`src/decode_regs.svh`:
```
// constants for the enhanced instruction decoder
`ifndef DECODE_REGS_SVH
`define DECODE_REGS_SVH
`define OP_NOP          14'h0000
`define OP_SWRESET      14'h0001
`define OP_RETURN       14'h0008
`define OP_IRET         14'h0009
`define OP_SUBROUTINE_CALL_BY_ACCUMULATOR        14'h000a
`define OP_BRW          14'h000b
`define OP_PRESCALER    14'h0062
`define OP_SLEEP        14'h0063
`define OP_WDCLR        14'h0064
`define MASK_DIR        14'h3ff8
`define PAT_DIR         14'h0060
`define MASK_PTRMOV     14'h3ff8
`define PAT_PTRLD       14'h0010
`define PAT_PTRST       14'h0018
`define MASK_K11        14'h3800
`define PAT_CALL        14'h2000
`define PAT_JUMP        14'h2800
`define MASK_K9         14'h3e00
`define PAT_BRA         14'h3200
`define MASK_K8         14'h3f00
`define PAT_RETURN_WITH_LITERAL       14'h3400
`define MASK_K6         14'h3f80
`define PAT_PTRADD      14'h3100
`define PAT_IDXLD       14'h3f00
`define PAT_IDXST       14'h3f80
`define BIT_PTRSEL      6
`define BIT_PTRSEL_MOV  2
`define BIT_PTR_MSB     15
`define DIR_SEL_FIRST   3'h5
`define RST_EXPIRY_FLAG 1'h1
`define RST_POWERDOWN_FLAG 1'h1
`define RST_PRESCALER   8'hff
`define RST_DIRECTION   8'hff
`endif

```
`src/decode_pkg.sv`:
```
// types for the enhanced instruction decoder
package decode_pkg;
	typedef enum logic [1:0] {
		MOD_PRE_INC,
		MOD_PRE_DEC,
		MOD_POST_INC,
		MOD_POST_DEC
	} ptr_mod_t;
	typedef enum logic [4:0] {
		OPC_NOP, OPC_SWRESET, OPC_RETURN, OPC_IRET, OPC_SUBROUTINE_CALL_BY_ACCUMULATOR, OPC_BRW,
		OPC_PRESCALER, OPC_SLEEP, OPC_WDCLR, OPC_DIR, OPC_PTRLD, OPC_PTRST,
		OPC_CALL, OPC_JUMP, OPC_BRA, OPC_RETURN_WITH_LITERAL, OPC_PTRADD, OPC_IDXLD,
		OPC_IDXST, OPC_OTHER
	} opclass_t;
endpackage

```
`src/enhanced_instruction_decode.sv`:
```
// enhanced instruction decoder and sequencer
`timescale 1ns/1ps
`include "decode_regs.svh"
module enhanced_instruction_decode #(
	parameter int PC_WIDTH  = 15,
	parameter int PTR_WIDTH = 16
) (
	input  wire logic                 i_clk,
	input  wire logic                 i_rstn,
	input  wire logic [13:0]          i_instr,
	input  wire logic                 i_instr_valid,
	input  wire logic [PC_WIDTH-1:0]  i_pc,
	input  wire logic [PC_WIDTH-1:0]  i_return_pc,
	input  wire logic [7:0]           i_accumulator,
	input  wire logic [7:0]           i_mem_rdata,
	input  wire logic                 i_wake,
	input  wire logic                 i_timeout_event,
	output logic                      o_busy,
	output logic                      o_pc_load,
	output logic      [PC_WIDTH-1:0]  o_pc_target,
	output logic                      o_push,
	output logic                      o_pop,
	output logic                      o_iret,
	output logic                      o_fetch_next,
	output logic      [PC_WIDTH-1:0]  o_fetch_addr,
	output logic                      o_acc_we,
	output logic      [7:0]           o_acc_wdata,
	output logic                      o_null_we,
	output logic                      o_null_flag,
	output logic                      o_mem_re,
	output logic                      o_mem_we,
	output logic      [PTR_WIDTH-1:0] o_mem_addr,
	output logic      [7:0]           o_mem_wdata,
	output logic      [7:0]           o_prescaler_config,
	output logic      [7:0]           o_direction_0,
	output logic      [7:0]           o_direction_1,
	output logic      [7:0]           o_direction_2,
	output logic                      o_wdt_clear,
	output logic                      o_soft_reset,
	output logic                      o_sleeping,
	output logic                      o_watchdog_expiry_flag,
	output logic                      o_powerdown_flag,
	output logic      [PTR_WIDTH-1:0] o_ptr0,
	output logic      [PTR_WIDTH-1:0] o_ptr1
);
	initial if (PC_WIDTH < 12 || PTR_WIDTH < 8) $error("widths too small");

	typedef enum logic [1:0] {ST_EXEC, ST_FLUSH, ST_STALL, ST_SLEEP} seq_t;

	logic [1:0] rst_sync;
	logic       rst_n;
	always_ff @(posedge i_clk or negedge i_rstn) begin
		if (!i_rstn)
			rst_sync <= 2'h0;
		else
			rst_sync <= {rst_sync[0], 1'b1};
	end
	assign rst_n = rst_sync[1];

	decode_pkg::opclass_t opc;
	logic [13:0] w;
	always_comb begin
		w = i_instr;
		if (w == `OP_NOP) opc = decode_pkg::OPC_NOP;
		else if (w == `OP_SWRESET) opc = decode_pkg::OPC_SWRESET;
		else if (w == `OP_RETURN) opc = decode_pkg::OPC_RETURN;
		else if (w == `OP_IRET) opc = decode_pkg::OPC_IRET;
		else if (w == `OP_SUBROUTINE_CALL_BY_ACCUMULATOR) opc = decode_pkg::OPC_SUBROUTINE_CALL_BY_ACCUMULATOR;
		else if (w == `OP_BRW) opc = decode_pkg::OPC_BRW;
		else if (w == `OP_PRESCALER) opc = decode_pkg::OPC_PRESCALER;
		else if (w == `OP_SLEEP) opc = decode_pkg::OPC_SLEEP;
		else if (w == `OP_WDCLR) opc = decode_pkg::OPC_WDCLR;
		// codes 0..7 of this group include prescaler/sleep/wdclr, caught above
		else if ((w & `MASK_DIR) == `PAT_DIR) opc = decode_pkg::OPC_DIR;
		else if ((w & `MASK_PTRMOV) == `PAT_PTRLD) opc = decode_pkg::OPC_PTRLD;
		else if ((w & `MASK_PTRMOV) == `PAT_PTRST) opc = decode_pkg::OPC_PTRST;
		else if ((w & `MASK_K11) == `PAT_CALL) opc = decode_pkg::OPC_CALL;
		else if ((w & `MASK_K11) == `PAT_JUMP) opc = decode_pkg::OPC_JUMP;
		else if ((w & `MASK_K9) == `PAT_BRA) opc = decode_pkg::OPC_BRA;
		else if ((w & `MASK_K8) == `PAT_RETURN_WITH_LITERAL) opc = decode_pkg::OPC_RETURN_WITH_LITERAL;
		else if ((w & `MASK_K6) == `PAT_PTRADD) opc = decode_pkg::OPC_PTRADD;
		else if ((w & `MASK_K6) == `PAT_IDXLD) opc = decode_pkg::OPC_IDXLD;
		else if ((w & `MASK_K6) == `PAT_IDXST) opc = decode_pkg::OPC_IDXST;
		else opc = decode_pkg::OPC_OTHER;
	end

	seq_t state;
	seq_t next_state;
	logic exec;
	logic mov_sel;
	logic idx_sel;
	logic sel;
	decode_pkg::ptr_mod_t mm;
	logic is_mov;
	logic is_idx;
	logic [PTR_WIDTH-1:0] addr0;
	logic [PTR_WIDTH-1:0] addr1;
	logic [PTR_WIDTH-1:0] base;
	logic [PTR_WIDTH-1:0] eff_addr;
	logic step0;
	logic step1;
	logic add0;
	logic add1;

	assign exec    = (state == ST_EXEC) && i_instr_valid;
	assign mov_sel = w[`BIT_PTRSEL_MOV];
	assign idx_sel = w[`BIT_PTRSEL];
	assign mm      = decode_pkg::ptr_mod_t'(w[1:0]);
	assign is_mov  = (opc == decode_pkg::OPC_PTRLD) || (opc == decode_pkg::OPC_PTRST);
	assign is_idx  = (opc == decode_pkg::OPC_IDXLD) || (opc == decode_pkg::OPC_IDXST);
	assign sel     = is_mov ? mov_sel : idx_sel;
	assign step0   = exec && is_mov && !mov_sel;
	assign step1   = exec && is_mov && mov_sel;
	assign add0    = exec && (opc == decode_pkg::OPC_PTRADD) && !idx_sel;
	assign add1    = exec && (opc == decode_pkg::OPC_PTRADD) && idx_sel;

	pointer_step #(.WIDTH(PTR_WIDTH)) u_ptr0 (
		.i_clk   (i_clk),
		.i_rst_n (rst_n),
		.i_add   (add0),
		.i_add_k (w[5:0]),
		.i_step  (step0),
		.i_dec   (mm[0]),
		.i_pre   (!mm[1]),
		.o_ptr   (o_ptr0),
		.o_addr  (addr0)
	);
	pointer_step #(.WIDTH(PTR_WIDTH)) u_ptr1 (
		.i_clk   (i_clk),
		.i_rst_n (rst_n),
		.i_add   (add1),
		.i_add_k (w[5:0]),
		.i_step  (step1),
		.i_dec   (mm[0]),
		.i_pre   (!mm[1]),
		.o_ptr   (o_ptr1),
		.o_addr  (addr1)
	);

	always_comb begin
		base     = sel ? addr1 : addr0;
		eff_addr = is_idx ? base + PTR_WIDTH'(w[5:0]) : base;
	end

	// registered outputs and state
	logic                 next_pc_load;
	logic [PC_WIDTH-1:0]  next_pc_target;
	logic                 next_push;
	logic                 next_pop;
	logic                 next_iret;
	logic                 next_acc_we;
	logic [7:0]           next_acc_wdata;
	logic                 next_mem_re;
	logic                 next_mem_we;
	logic [PTR_WIDTH-1:0] next_mem_addr;
	logic [7:0]           next_mem_wdata;
	logic [7:0]           next_prescaler;
	logic [7:0]           next_dir [3];
	logic [7:0]           dir [3];
	logic                 next_wdt_clear;
	logic                 next_soft_reset;
	logic                 next_expiry;
	logic                 next_powerdown;
	logic                 load_pending;
	logic                 next_load_pending;
	logic                 next_fetch_next;
	logic [PC_WIDTH-1:0]  next_fetch_addr;
	logic [PTR_WIDTH-1:0] next_rel;

	always_comb begin
		next_state       = state;
		next_pc_load     = 1'b0;
		next_pc_target   = o_pc_target;
		next_push        = 1'b0;
		next_pop         = 1'b0;
		next_iret        = 1'b0;
		next_acc_we      = 1'b0;
		next_acc_wdata   = o_acc_wdata;
		next_mem_re      = 1'b0;
		next_mem_we      = 1'b0;
		next_mem_addr    = o_mem_addr;
		next_mem_wdata   = o_mem_wdata;
		next_prescaler   = o_prescaler_config;
		next_dir         = dir;
		next_wdt_clear   = 1'b0;
		next_soft_reset  = 1'b0;
		next_expiry      = o_watchdog_expiry_flag | i_timeout_event;
		next_powerdown   = o_powerdown_flag;
		next_load_pending = 1'b0;
		next_fetch_next  = 1'b0;
		next_fetch_addr  = o_fetch_addr;
		next_rel         = '0;
		unique case (state)
			ST_EXEC: begin
				if (exec) begin
					unique case (opc)
						decode_pkg::OPC_BRA: begin
							next_pc_target = i_pc + PC_WIDTH'(1)
								+ PC_WIDTH'({{(PC_WIDTH-9){w[8]}}, w[8:0]});
							next_pc_load = 1'b1;
						end
						decode_pkg::OPC_BRW: begin
							next_pc_target = i_pc + PC_WIDTH'(1) + PC_WIDTH'(i_accumulator);
							next_pc_load = 1'b1;
						end
						decode_pkg::OPC_CALL, decode_pkg::OPC_JUMP: begin
							next_pc_target = {i_pc[PC_WIDTH-1:11], w[10:0]};
							next_pc_load = 1'b1;
							next_push = !w[11];
						end
						decode_pkg::OPC_SUBROUTINE_CALL_BY_ACCUMULATOR: begin
							next_pc_target = {i_pc[PC_WIDTH-1:8], i_accumulator};
							next_pc_load = 1'b1;
							next_push = 1'b1;
						end
						decode_pkg::OPC_RETURN, decode_pkg::OPC_IRET,
						decode_pkg::OPC_RETURN_WITH_LITERAL: begin
							next_pc_target = i_return_pc;
							next_pc_load = 1'b1;
							next_pop = 1'b1;
							next_iret = (opc == decode_pkg::OPC_IRET);
							if (opc == decode_pkg::OPC_RETURN_WITH_LITERAL) begin
								next_acc_we = 1'b1;
								next_acc_wdata = w[7:0];
							end
						end
						decode_pkg::OPC_SWRESET: next_soft_reset = 1'b1;
						decode_pkg::OPC_PRESCALER: next_prescaler = i_accumulator;
						decode_pkg::OPC_DIR: begin
							if (w[2:0] >= `DIR_SEL_FIRST)
								next_dir[2'(w[2:0] - `DIR_SEL_FIRST)] = i_accumulator;
						end
						decode_pkg::OPC_WDCLR: begin
							next_wdt_clear = 1'b1;
							next_expiry = 1'b1;
							next_powerdown = 1'b1;
						end
						decode_pkg::OPC_SLEEP: begin
							next_wdt_clear = 1'b1;
							next_expiry = 1'b1;
							next_powerdown = 1'b0;
							next_fetch_next = 1'b1;
							next_fetch_addr = i_pc + PC_WIDTH'(1);
							next_state = ST_SLEEP;
						end
						decode_pkg::OPC_PTRLD, decode_pkg::OPC_IDXLD,
						decode_pkg::OPC_PTRST, decode_pkg::OPC_IDXST: begin
							next_mem_addr = eff_addr;
							next_mem_wdata = i_accumulator;
							next_mem_re = (opc == decode_pkg::OPC_PTRLD)
								|| (opc == decode_pkg::OPC_IDXLD);
							next_mem_we = !next_mem_re;
							next_load_pending = next_mem_re;
							if (eff_addr[PTR_WIDTH-1])
								next_state = ST_STALL;
						end
						default: ;
					endcase
					if (next_pc_load)
						next_state = ST_FLUSH;
				end
			end
			ST_FLUSH: next_state = ST_EXEC;
			ST_STALL: next_state = ST_EXEC;
			ST_SLEEP: begin
				// state held in ST_SLEEP until a wake event
				if (i_wake) begin
					next_state = ST_EXEC;
					next_wdt_clear = 1'b1;
				end
			end
		endcase
	end

	logic null_flag;
	always_ff @(posedge i_clk or negedge rst_n) begin
		if (!rst_n) begin
			state                  <= ST_EXEC;
			o_pc_load              <= 1'b0;
			o_pc_target            <= '0;
			o_push                 <= 1'b0;
			o_pop                  <= 1'b0;
			o_iret                 <= 1'b0;
			o_acc_we               <= 1'b0;
			o_acc_wdata            <= 8'h00;
			o_mem_re               <= 1'b0;
			o_mem_we               <= 1'b0;
			o_mem_addr             <= '0;
			o_mem_wdata            <= 8'h00;
			o_prescaler_config     <= `RST_PRESCALER;
			dir                    <= '{`RST_DIRECTION, `RST_DIRECTION, `RST_DIRECTION};
			o_wdt_clear            <= 1'b0;
			o_soft_reset           <= 1'b0;
			o_watchdog_expiry_flag <= `RST_EXPIRY_FLAG;
			o_powerdown_flag       <= `RST_POWERDOWN_FLAG;
			load_pending           <= 1'b0;
			o_fetch_next           <= 1'b0;
			o_fetch_addr           <= '0;
			null_flag              <= 1'b0;
		end else begin
			state                  <= next_state;
			o_pc_load              <= next_pc_load;
			o_pc_target            <= next_pc_target;
			o_push                 <= next_push;
			o_pop                  <= next_pop;
			o_iret                 <= next_iret;
			o_acc_we               <= next_acc_we | load_pending;
			o_acc_wdata            <= load_pending ? i_mem_rdata : next_acc_wdata;
			o_mem_re               <= next_mem_re;
			o_mem_we               <= next_mem_we;
			o_mem_addr             <= next_mem_addr;
			o_mem_wdata            <= next_mem_wdata;
			o_prescaler_config     <= next_prescaler;
			dir                    <= next_dir;
			o_wdt_clear            <= next_wdt_clear;
			o_soft_reset           <= next_soft_reset;
			o_watchdog_expiry_flag <= next_expiry;
			o_powerdown_flag       <= next_powerdown;
			load_pending           <= next_load_pending;
			o_fetch_next           <= next_fetch_next;
			o_fetch_addr           <= next_fetch_addr;
			if (load_pending)
				null_flag <= (i_mem_rdata == 8'h00);
		end
	end

	logic null_we;
	always_ff @(posedge i_clk or negedge rst_n) begin
		if (!rst_n)
			null_we <= 1'b0;
		else
			null_we <= load_pending;
	end

	assign o_null_we     = null_we;
	assign o_null_flag   = null_flag;
	assign o_direction_0 = dir[0];
	assign o_direction_1 = dir[1];
	assign o_direction_2 = dir[2];
	assign o_busy        = (state != ST_EXEC);
	assign o_sleeping    = (state == ST_SLEEP);
endmodule

```
`src/pointer_step.sv`:
```
// one indirect pointer with add and pre/post step
`timescale 1ns/1ps
`include "decode_regs.svh"
module pointer_step #(
	parameter int WIDTH = 16
) (
	input  wire logic             i_clk,
	input  wire logic             i_rst_n,
	input  wire logic             i_add,
	input  wire logic [5:0]       i_add_k,
	input  wire logic             i_step,
	input  wire logic             i_dec,
	input  wire logic             i_pre,
	output logic      [WIDTH-1:0] o_ptr,
	output logic      [WIDTH-1:0] o_addr
);
	initial if (WIDTH < 8) $error("pointer width too small");
	logic [WIDTH-1:0] ptr;
	logic [WIDTH-1:0] next_ptr;
	logic [WIDTH-1:0] stepped;
	always_comb begin
		stepped  = i_dec ? ptr - WIDTH'(1) : ptr + WIDTH'(1);
		next_ptr = ptr;
		if (i_add)
			next_ptr = ptr + WIDTH'(i_add_k);
		else if (i_step)
			next_ptr = stepped;
		// pre modifiers address the stepped value
		o_addr = (i_step && i_pre) ? stepped : ptr;
	end
	always_ff @(posedge i_clk or negedge i_rst_n) begin
		if (!i_rst_n)
			ptr <= '0;
		else
			ptr <= next_ptr;
	end
	assign o_ptr = ptr;
endmodule

```
`config.mk`:
```
export PLATFORM = sky130hd
export DESIGN_NAME = enhanced_instruction_decode
export DESIGN_NICKNAME = d
export VERILOG_FILES = /design/src/decode_pkg.sv /design/src/enhanced_instruction_decode.sv /design/src/pointer_step.sv
export VERILOG_INCLUDE_DIRS = /design/src
export SDC_FILE = /design/constraint.sdc
export NUM_CORES = 1
export LEC_CHECK = 0
export ABC_CLOCK_PERIOD_IN_PS = 6090
export BUFFER_PORTS_ARGS = -buffer_cell sky130_fd_sc_hd__buf_2
export CAP_MARGIN = 30
export CORE_MARGIN = 2
export CORE_UTILIZATION = 58
export CTS_BUF_LIST = sky130_fd_sc_hd__clkbuf_8
export DETAILED_ROUTE_END_ITERATION = 10
export GPL_TIMING_DRIVEN = 0
export PLACE_DENSITY = 0.93
export SYNTH_ARGS = -nofsm -noshare
export SYNTH_HDL_FRONTEND = slang
export SYNTH_HIERARCHICAL = 1
export SYNTH_SLANG_ARGS = --single-unit
```
`constraint.sdc`:
```
create_clock -name i_clk -period 6.09 [get_ports i_clk]
set_clock_uncertainty 0.1 [all_clocks]
set_input_delay 1.218 -clock i_clk [delete_from_list [all_inputs] [get_ports i_clk]]
set_output_delay 1.218 -clock i_clk [all_outputs]
set_load 0.1 [all_outputs]
```
-- Word level (Yosys, flattened, before mapping)
Cells that the tools add are included.
- add/subtract/negate cells: 11
- multiply operators: 0
- div/mod/pow operators: 0
- order comparisons: 3
- equal/unequal tests: 43
- shift-type cells: 0
- mux-type cells: 83
- bitwise logic cells: 3
- reduce and logical (&&, ||, !) cells: 44
- operator list (cell ; count):
    $mux 16 ; 10
    $mux 5 ; 16
    $pmux 15 s5 ; 1
    $eq 14x4->1 const B ; 4
    $add 16x6->16 ; 3
    $mux 8 ; 6
    $eq 14x7->1 const B ; 3
    $eq 5x4->1 const B ; 8
    $mux 1 ; 37
    $add 16x1->16 const B ; 2
    $sub 16x1->16 const B ; 2
    $bwmux 24 ; 1
    $eq 11x2->1 const B ; 2
    $eq 7x7->1 const B ; 3
    $eq 5x3->1 const B ; 4
    $eq 5x5->1 const B ; 4
    $demux 8 s2 ; 1
    $reduce_bool 2->1 ; 8
    $add 15x1->15 const B ; 1
    $add 15x15->15 ; 1
    $add 15x8->15 ; 1
    $reduce_and 3->1 ; 5
    $eq 14x1->1 const B ; 1
    $logic_not 14->1 ; 1
    other kinds (30) ; 62
- register bits: 144
- bits in latches: 0
- memory bits (writable): 0
- bits in read-only memories: 0
- bits of input ports: 65
- output and inout port bits: 142
- logic and storage cells: 214
- memories: 0

-- Logic depth before layout (Yosys ltp)
- depth in word-level cells: 34
- depth in mapped cells: 21
- mapped depth without buffers: 18

-- Modules after synthesis
The synthesis kept the hierarchy.
- modules (own cells, without submodules) (module ; instances ; cells an instance ; area an instance (um^2) ; seq. area each (um^2)):
    enhanced_instruction_decode ; 1 ; 689 ; 6969.2 ; 2845.2
    pointer_step ; 2 ; 224 ; 1878.1 ; 400.4

-- Least setup slack after synthesis
OpenSTA, ideal clock, no wires.
- path type: in2reg
- from: input i_instr[11]
- to: register state[0]
- library setup time: 0.079 ns
- arrival: 5.931 ns
- data required time: 5.911 ns
- setup slack: -0.020 ns
- stages: 20
- path buffers: 3
- cells stage by stage: buf_4 > or3_1 > a21oi_1 > o21bai_1 > a32o_1 > a211o_1 > and3_1 > buf_2 > nand2_1 > clkbuf_1 > mux2_2 > mux2_2 > ha_1 > nand2_1 > o311ai_0 > nand4b_1 > xnor2_1 > mux2_2 > a21oi_1 > mux2i_1
- longest elaborated chain between the ends: 31
- elaborated cells between the ends (all ways): 76
- those cells by class: add/sub: 1; eq/ne: 33; mux: 31; reduce/logical: 11
- ends and longest elaborated chain (element ; line ; text):
    start, declared ; enhanced_instruction_decode.sv:10 ; input wire logic [13:0] i_instr,
    $eq 7x7->1 (no source line) ; - ;
    $mux 1 ; enhanced_instruction_decode.sv:83 ; else if ((w & `MASK_K6) == `PAT_IDXST) opc = decode_pkg::OPC_IDXST;
    $mux 2 ; enhanced_instruction_decode.sv:82 ; else if ((w & `MASK_K6) == `PAT_IDXLD) opc = decode_pkg::OPC_IDXLD;
    $mux 2 ; enhanced_instruction_decode.sv:81 ; else if ((w & `MASK_K6) == `PAT_PTRADD) opc = decode_pkg::OPC_PTRADD;
    $mux 5 ; enhanced_instruction_decode.sv:80 ; else if ((w & `MASK_K8) == `PAT_RETURN_WITH_LITERAL) opc = decode_pkg::OPC_RETURN_WITH_LITERAL;
    $mux 5 ; enhanced_instruction_decode.sv:79 ; else if ((w & `MASK_K9) == `PAT_BRA) opc = decode_pkg::OPC_BRA;
    $mux 5 ; enhanced_instruction_decode.sv:78 ; else if ((w & `MASK_K11) == `PAT_JUMP) opc = decode_pkg::OPC_JUMP;
    $mux 5 ; enhanced_instruction_decode.sv:77 ; else if ((w & `MASK_K11) == `PAT_CALL) opc = decode_pkg::OPC_CALL;
    (+16 left out) ; - ;
    via step0 ; enhanced_instruction_decode.sv:100 ; logic step0;
    $logic_and 1x1->1 * ; pointer_step.sv:29 ; o_addr = (i_step && i_pre) ? stepped : ptr;
    $mux 16 * ; pointer_step.sv:29 ;
    via addr0[4] ; enhanced_instruction_decode.sv:96 ; logic [PTR_WIDTH-1:0] addr0;
    $mux 16 * ; enhanced_instruction_decode.sv:141 ; base = sel ? addr1 : addr0;
    $add 16x6->16 * ; enhanced_instruction_decode.sv:142 ; eff_addr = is_idx ? base + PTR_WIDTH'(w[5:0]) : base;
    $mux 16 * ; enhanced_instruction_decode.sv:142 ;
    $ne 4x4->1 (no source line) * ; - ;
    $reduce_and 4->1 (no source line) * ; - ;
    end signal, assigned ; enhanced_instruction_decode.sv:301 ; state <= next_state;
    end, declared ; enhanced_instruction_decode.sv:87 ; seq_t state;
The timed path passes the listed nets; every way through them passes the cells marked *. The select of a mux whose other input is x is not followed.
A chain may end at the register's enable or synchronous reset.

-- Worst setup path after layout
- from: input i_instr[2]
- to: register state[0]
- longest elaborated chain between the ends: 21
- elaborated cells between the ends (all ways): 57
- those cells by class: add/sub: 1; eq/ne: 23; mux: 21; reduce/logical: 12
- ends and longest elaborated chain (element ; line ; text):
    $eq 14x7->1 (no source line) ; - ;
    $mux 5 ; enhanced_instruction_decode.sv:72 ; else if (w == `OP_WDCLR) opc = decode_pkg::OPC_WDCLR;
    $mux 5 ; enhanced_instruction_decode.sv:71 ; else if (w == `OP_SLEEP) opc = decode_pkg::OPC_SLEEP;
    $mux 5 ; enhanced_instruction_decode.sv:70 ; else if (w == `OP_PRESCALER) opc = decode_pkg::OPC_PRESCALER;
    $mux 5 ; enhanced_instruction_decode.sv:69 ; else if (w == `OP_BRW) opc = decode_pkg::OPC_BRW;
    $mux 5 ; enhanced_instruction_decode.sv:68 ; else if (w == `OP_SUBROUTINE_CALL_BY_ACCUMULATOR) opc = decode_pkg::OPC_SUBROUTINE_CALL_BY_ACCUMULATOR;
    $mux 5 ; enhanced_instruction_decode.sv:67 ; else if (w == `OP_IRET) opc = decode_pkg::OPC_IRET;
    $mux 5 ; enhanced_instruction_decode.sv:66 ; else if (w == `OP_RETURN) opc = decode_pkg::OPC_RETURN;
    (+6 left out) ; - ;
    via step0 ; enhanced_instruction_decode.sv:100 ;
    $logic_and 1x1->1 * ; pointer_step.sv:29 ;
    $mux 16 * ; pointer_step.sv:29 ;
    via addr0[4] ; enhanced_instruction_decode.sv:96 ;
    $mux 16 * ; enhanced_instruction_decode.sv:141 ;
    $add 16x6->16 * ; enhanced_instruction_decode.sv:142 ;
    $mux 16 * ; enhanced_instruction_decode.sv:142 ;
    $ne 4x4->1 (no source line) * ; - ;
    $reduce_and 4->1 (no source line) * ; - ;
Marked as above.

==> results.md <==
- Outcome: finished clean
- Post-synthesis compound-gate area fraction: 0.184
- Total track usage: 0.318
- Syn Std Cell Area: 0.0107 mm^2
- Die area: 0.0196 mm^2
- Slew Viols, Final: 0
- Vias per inst: 6.44
- DRT antenna net count: 0
- Clk pin slew, worst setup/hold paths: 0.09 ns
- Logic gate share of total power: 0.474
- Grt ovf: 0
- Share of the synthesized area in the top cell type: 0.257
- Global placer's final weighted congestion: 0.953
- Crit-path cells: buf_2, clkbuf_2, nor3_2, and3_1, buf_4, a32o_1, a211o_1, and3_1, buf_2, nand2_2, clkbuf_4, mux2_2, mux2_2, ha_1, nand2_1, o311ai_4, nand4b_1, xnor2_1, mux2_2, a21oi_2, mux2i_1
- Detailed-placement wirelength estimate: 24100 um
- Post-route cell area: 0.0125 mm^2
- Critical path's top delay family: compound AO/OA/AOI/OAI gates
- CP max stage cell: o311ai_4
- Global-route wire length before repair: 50000 um
- Post-synthesis mux area share: 0.123
- Warnings from Yosys: 6
- I/O pin count: 207
- Number of global-route vias before repair: 9817
- Net Sw Frac: 0.503
- WP data required: 6.38 ns
- Maximum vdd ir drop: 325 uV
- Commonest non-fill, non-tap cells in the layout: 209 x buf_2, 130 x nand2_1, 109 x dfrtp_1
- Setup crit end kind: flip-flop
- Mapped Cells: 1137
- Initial DRC Count: 978
- MaxCap Viol Count: 0
- Hold Fails Final Rpt: 0
- Dpl cell area: 0.0121 mm^2
- DRT Wirelength: 32000 um
- RSZ-0062 raised after global routing: false
- P_leak: 6.17 nW
- Area leader, netlist: dfrtp_1
- WL/cell: 19.9 um
- I/O Buffers: 204
- TritonCTS Buffers: 17
- Sequential share of power: 0.320
- # setup viols final: 0
- Sequential area share after synthesis: 0.340
- Die Span Y: 140 um
- Pint: 1.80 mW
- Mapped Avg Cell Area: 9.43 um^2
- Initial Utilization: 0.595
- Buffers & Inverters on Critical Path: 5
- Asr flop ratio synth: 1.00
- Psw: 1.82 mW
- Adder-Cell Fraction of Synth Area: 0.0870
- Clock power frac: 0.206
- Largest family of logic cells by synthesized area: compound AO/OA/AOI/OAI gates
- Hold Buf Count CTS: 0
- Residual DRC: 0
- Worst-Margin Slew: 0.965 ns
- Core ar.: 0.0180 mm^2
- Hold WC Path Type: flip-flop to asynchronous set/reset pin
- Fraction of layout cells with a size suffix above 1: 0.298
- Fmax: 0.169 GHz
- R2r setup slk: 0.93 ns
- Synth Area in XOR/XNOR: 0.0625
- Simple-Gate Fraction of Synth Area: 0.175
- Root Driver: clkbuf_8
- Largest net degree at the start of global routing: 69
- P&R area growth vs syn: 16.8%
- H-tree depth: 4
- Crit path DAT: 6.22 ns
- CP Launch Type: input port
- Cell repeated most along the worst path: mux2_2
- Commonest register cell after synthesis: dfrtp_1
- Clock tree sinks: 144
- Slowest Stage Delay on Critical Path: 0.41 ns
- Synth top area cells: dfrtp_1 26%, dfstp_2 8.3%, ha_1 7.6%, mux2_2 7.2%, nand2_1 4.6%
- Syn_nets: 1273
- Cell variety after synth: 88
- EDFF count, synth: 0
- Power Total: 3.61 mW
- Rows: 49
- Most common cell after layout, fill and taps aside: buf_2
- Die span in x: 140 um
- Fin crit share: 0.973
- Post-CTS Setup Inserts: 0
- CTS max path bufs: 2
- Final net count: 1498
- Register bit count reported by yosys: 144
- TritonCTS clock tree: done
- Setup CP Type: input port to flip-flop
- Pre-Repair DR Iteration Count: 6
- PD cells: 288 mW/mm^2
- DR vias: 10349
- CP max FO: 10
- Max transition margin: 0.351
- Min Tclk post-route: 5.93 ns
- Initial antenna violation count: 2
- Clock Latency Late Sink: 0.48 ns
[sequential cells by signal (all words and copies together) (netlist names), 15 cells and up]
name	count
u_ptr0/o_ptr	16
o_pc_target	15
u_ptr1/o_ptr	16
o_mem_addr	16
o_fetch_addr	15
[through the flow]
step           worst slack, ns  setup TNS (ns)  hold WS (ns)   util  cells
3_3_place_gp            -0.790           -5.93         0.241  0.668   1570
4_1_cts                 0.0635               0         0.233  0.694   1604
6_report                 0.162               0         0.209  0.695   1606
3_5_place_dp            -0.958           -7.66         0.220  0.671   1572
5_1_grt                 0.0305               0         0.255  0.695   1605
2_1_floorplan            0.153               0         0.231      -   1137
[cell type report]
cell class	count	area (um^2)
Inverter	21	78.8
Timing Repair Buffer	206	1080
Tap cell	229	287
Antenna cell	2	5.00
Buffer	45	226
Clock inverter	14	129
Sequential cell	144	3650
Fill cell	1403	5490
Clock buffer	18	248
Multi-Input combinational cell	927	6830
[path summary, 6_finish.rpt]
| kind | end | cells after the start | from |
|---|---|---|---|
| max in group asynchronous | o_prescaler_config[7] | 1 | rst_sync[1] |
| min in group i_clk | rst_sync[1] | 0 | rst_sync[0] |
| hold reg to reg | o_mem_addr[15] | 0 | rst_sync[1] |
| setup / recovery | state[0] | 21 | i_instr[2] |
| hold / removal | o_mem_addr[15] | 0 | rst_sync[1] |
| setup reg to reg | state[0] | 18 | state[0] |
[synth_stat cells, drive strengths merged, types with 3 or more instances]
cell and instances:
clkbuf 33, o21bai 6, buf 12, dfrtp 110, inv 21, a21oi 50
a211oi 24, a21boi 3, or2 5, a221oi 3, a41o 4, dfstp 34
and4 4, a21o 27, nand4 17, nor4b 3, nand2b 11, fa 6
nor2 73, or3 3, nand4b 4, mux2i 32, o21ai 82, a221o 5
o31ai 6, nor4 6, and2 8, xnor2 39, nor3b 4, o211ai 10
nor3 25, a311oi 11, xor2 35, a31oi 11, o21a 5, o22ai 6
nand3 42, nor2b 13, nand2 131, a22oi 10, mux2 86, and3 14
ha 65
[power groups by stage]
stage / clock network (mW) / logic [mW] / registers [mW]
after global routing: 0.786 / 1.79 / 1.17
final: 0.744 / 1.71 / 1.16
after floorplan: 0 / 0.636 / 1.87
after detailed placement: 0 / 1.68 / 1.17
after global placement: 0 / 1.62 / 1.18
after CTS: 0.744 / 1.69 / 1.16
[repair_timing]
action | 4_1_cts | 5_1_grt
gates resized for setup | 7 | 15
endpoints found under the hold margin | 0 | 0
endpoints found under the setup margin | 9 | 8
[layer usage]
layer / GRT usage / vias to the layer above / share of wire / wire [um]
li1: - / 4662 / - / -
met1: 0.429 / 4920 / 0.41 / 13100
met3: 0.0619 / 120 / 0.097 / 3090
met5: 0 / - / 0.00047 / 15
met2: 0.501 / 645 / 0.45 / 14500
met4: 0.139 / 2 / 0.040 / 1280
[logic make-up after synthesis]
| family | after synthesis |
|---|---|
| adders and majority gates | 71 |
| DFF | 144 |
| and+or+nand+nor | 372 |
| other | 1 |
| AOI/OAI and AO/OA | 290 |
| buffers and inverters | 66 |
| muxes | 118 |
| xor gates and xnor gates | 75 |
Power figures use the tool's default switching activity.
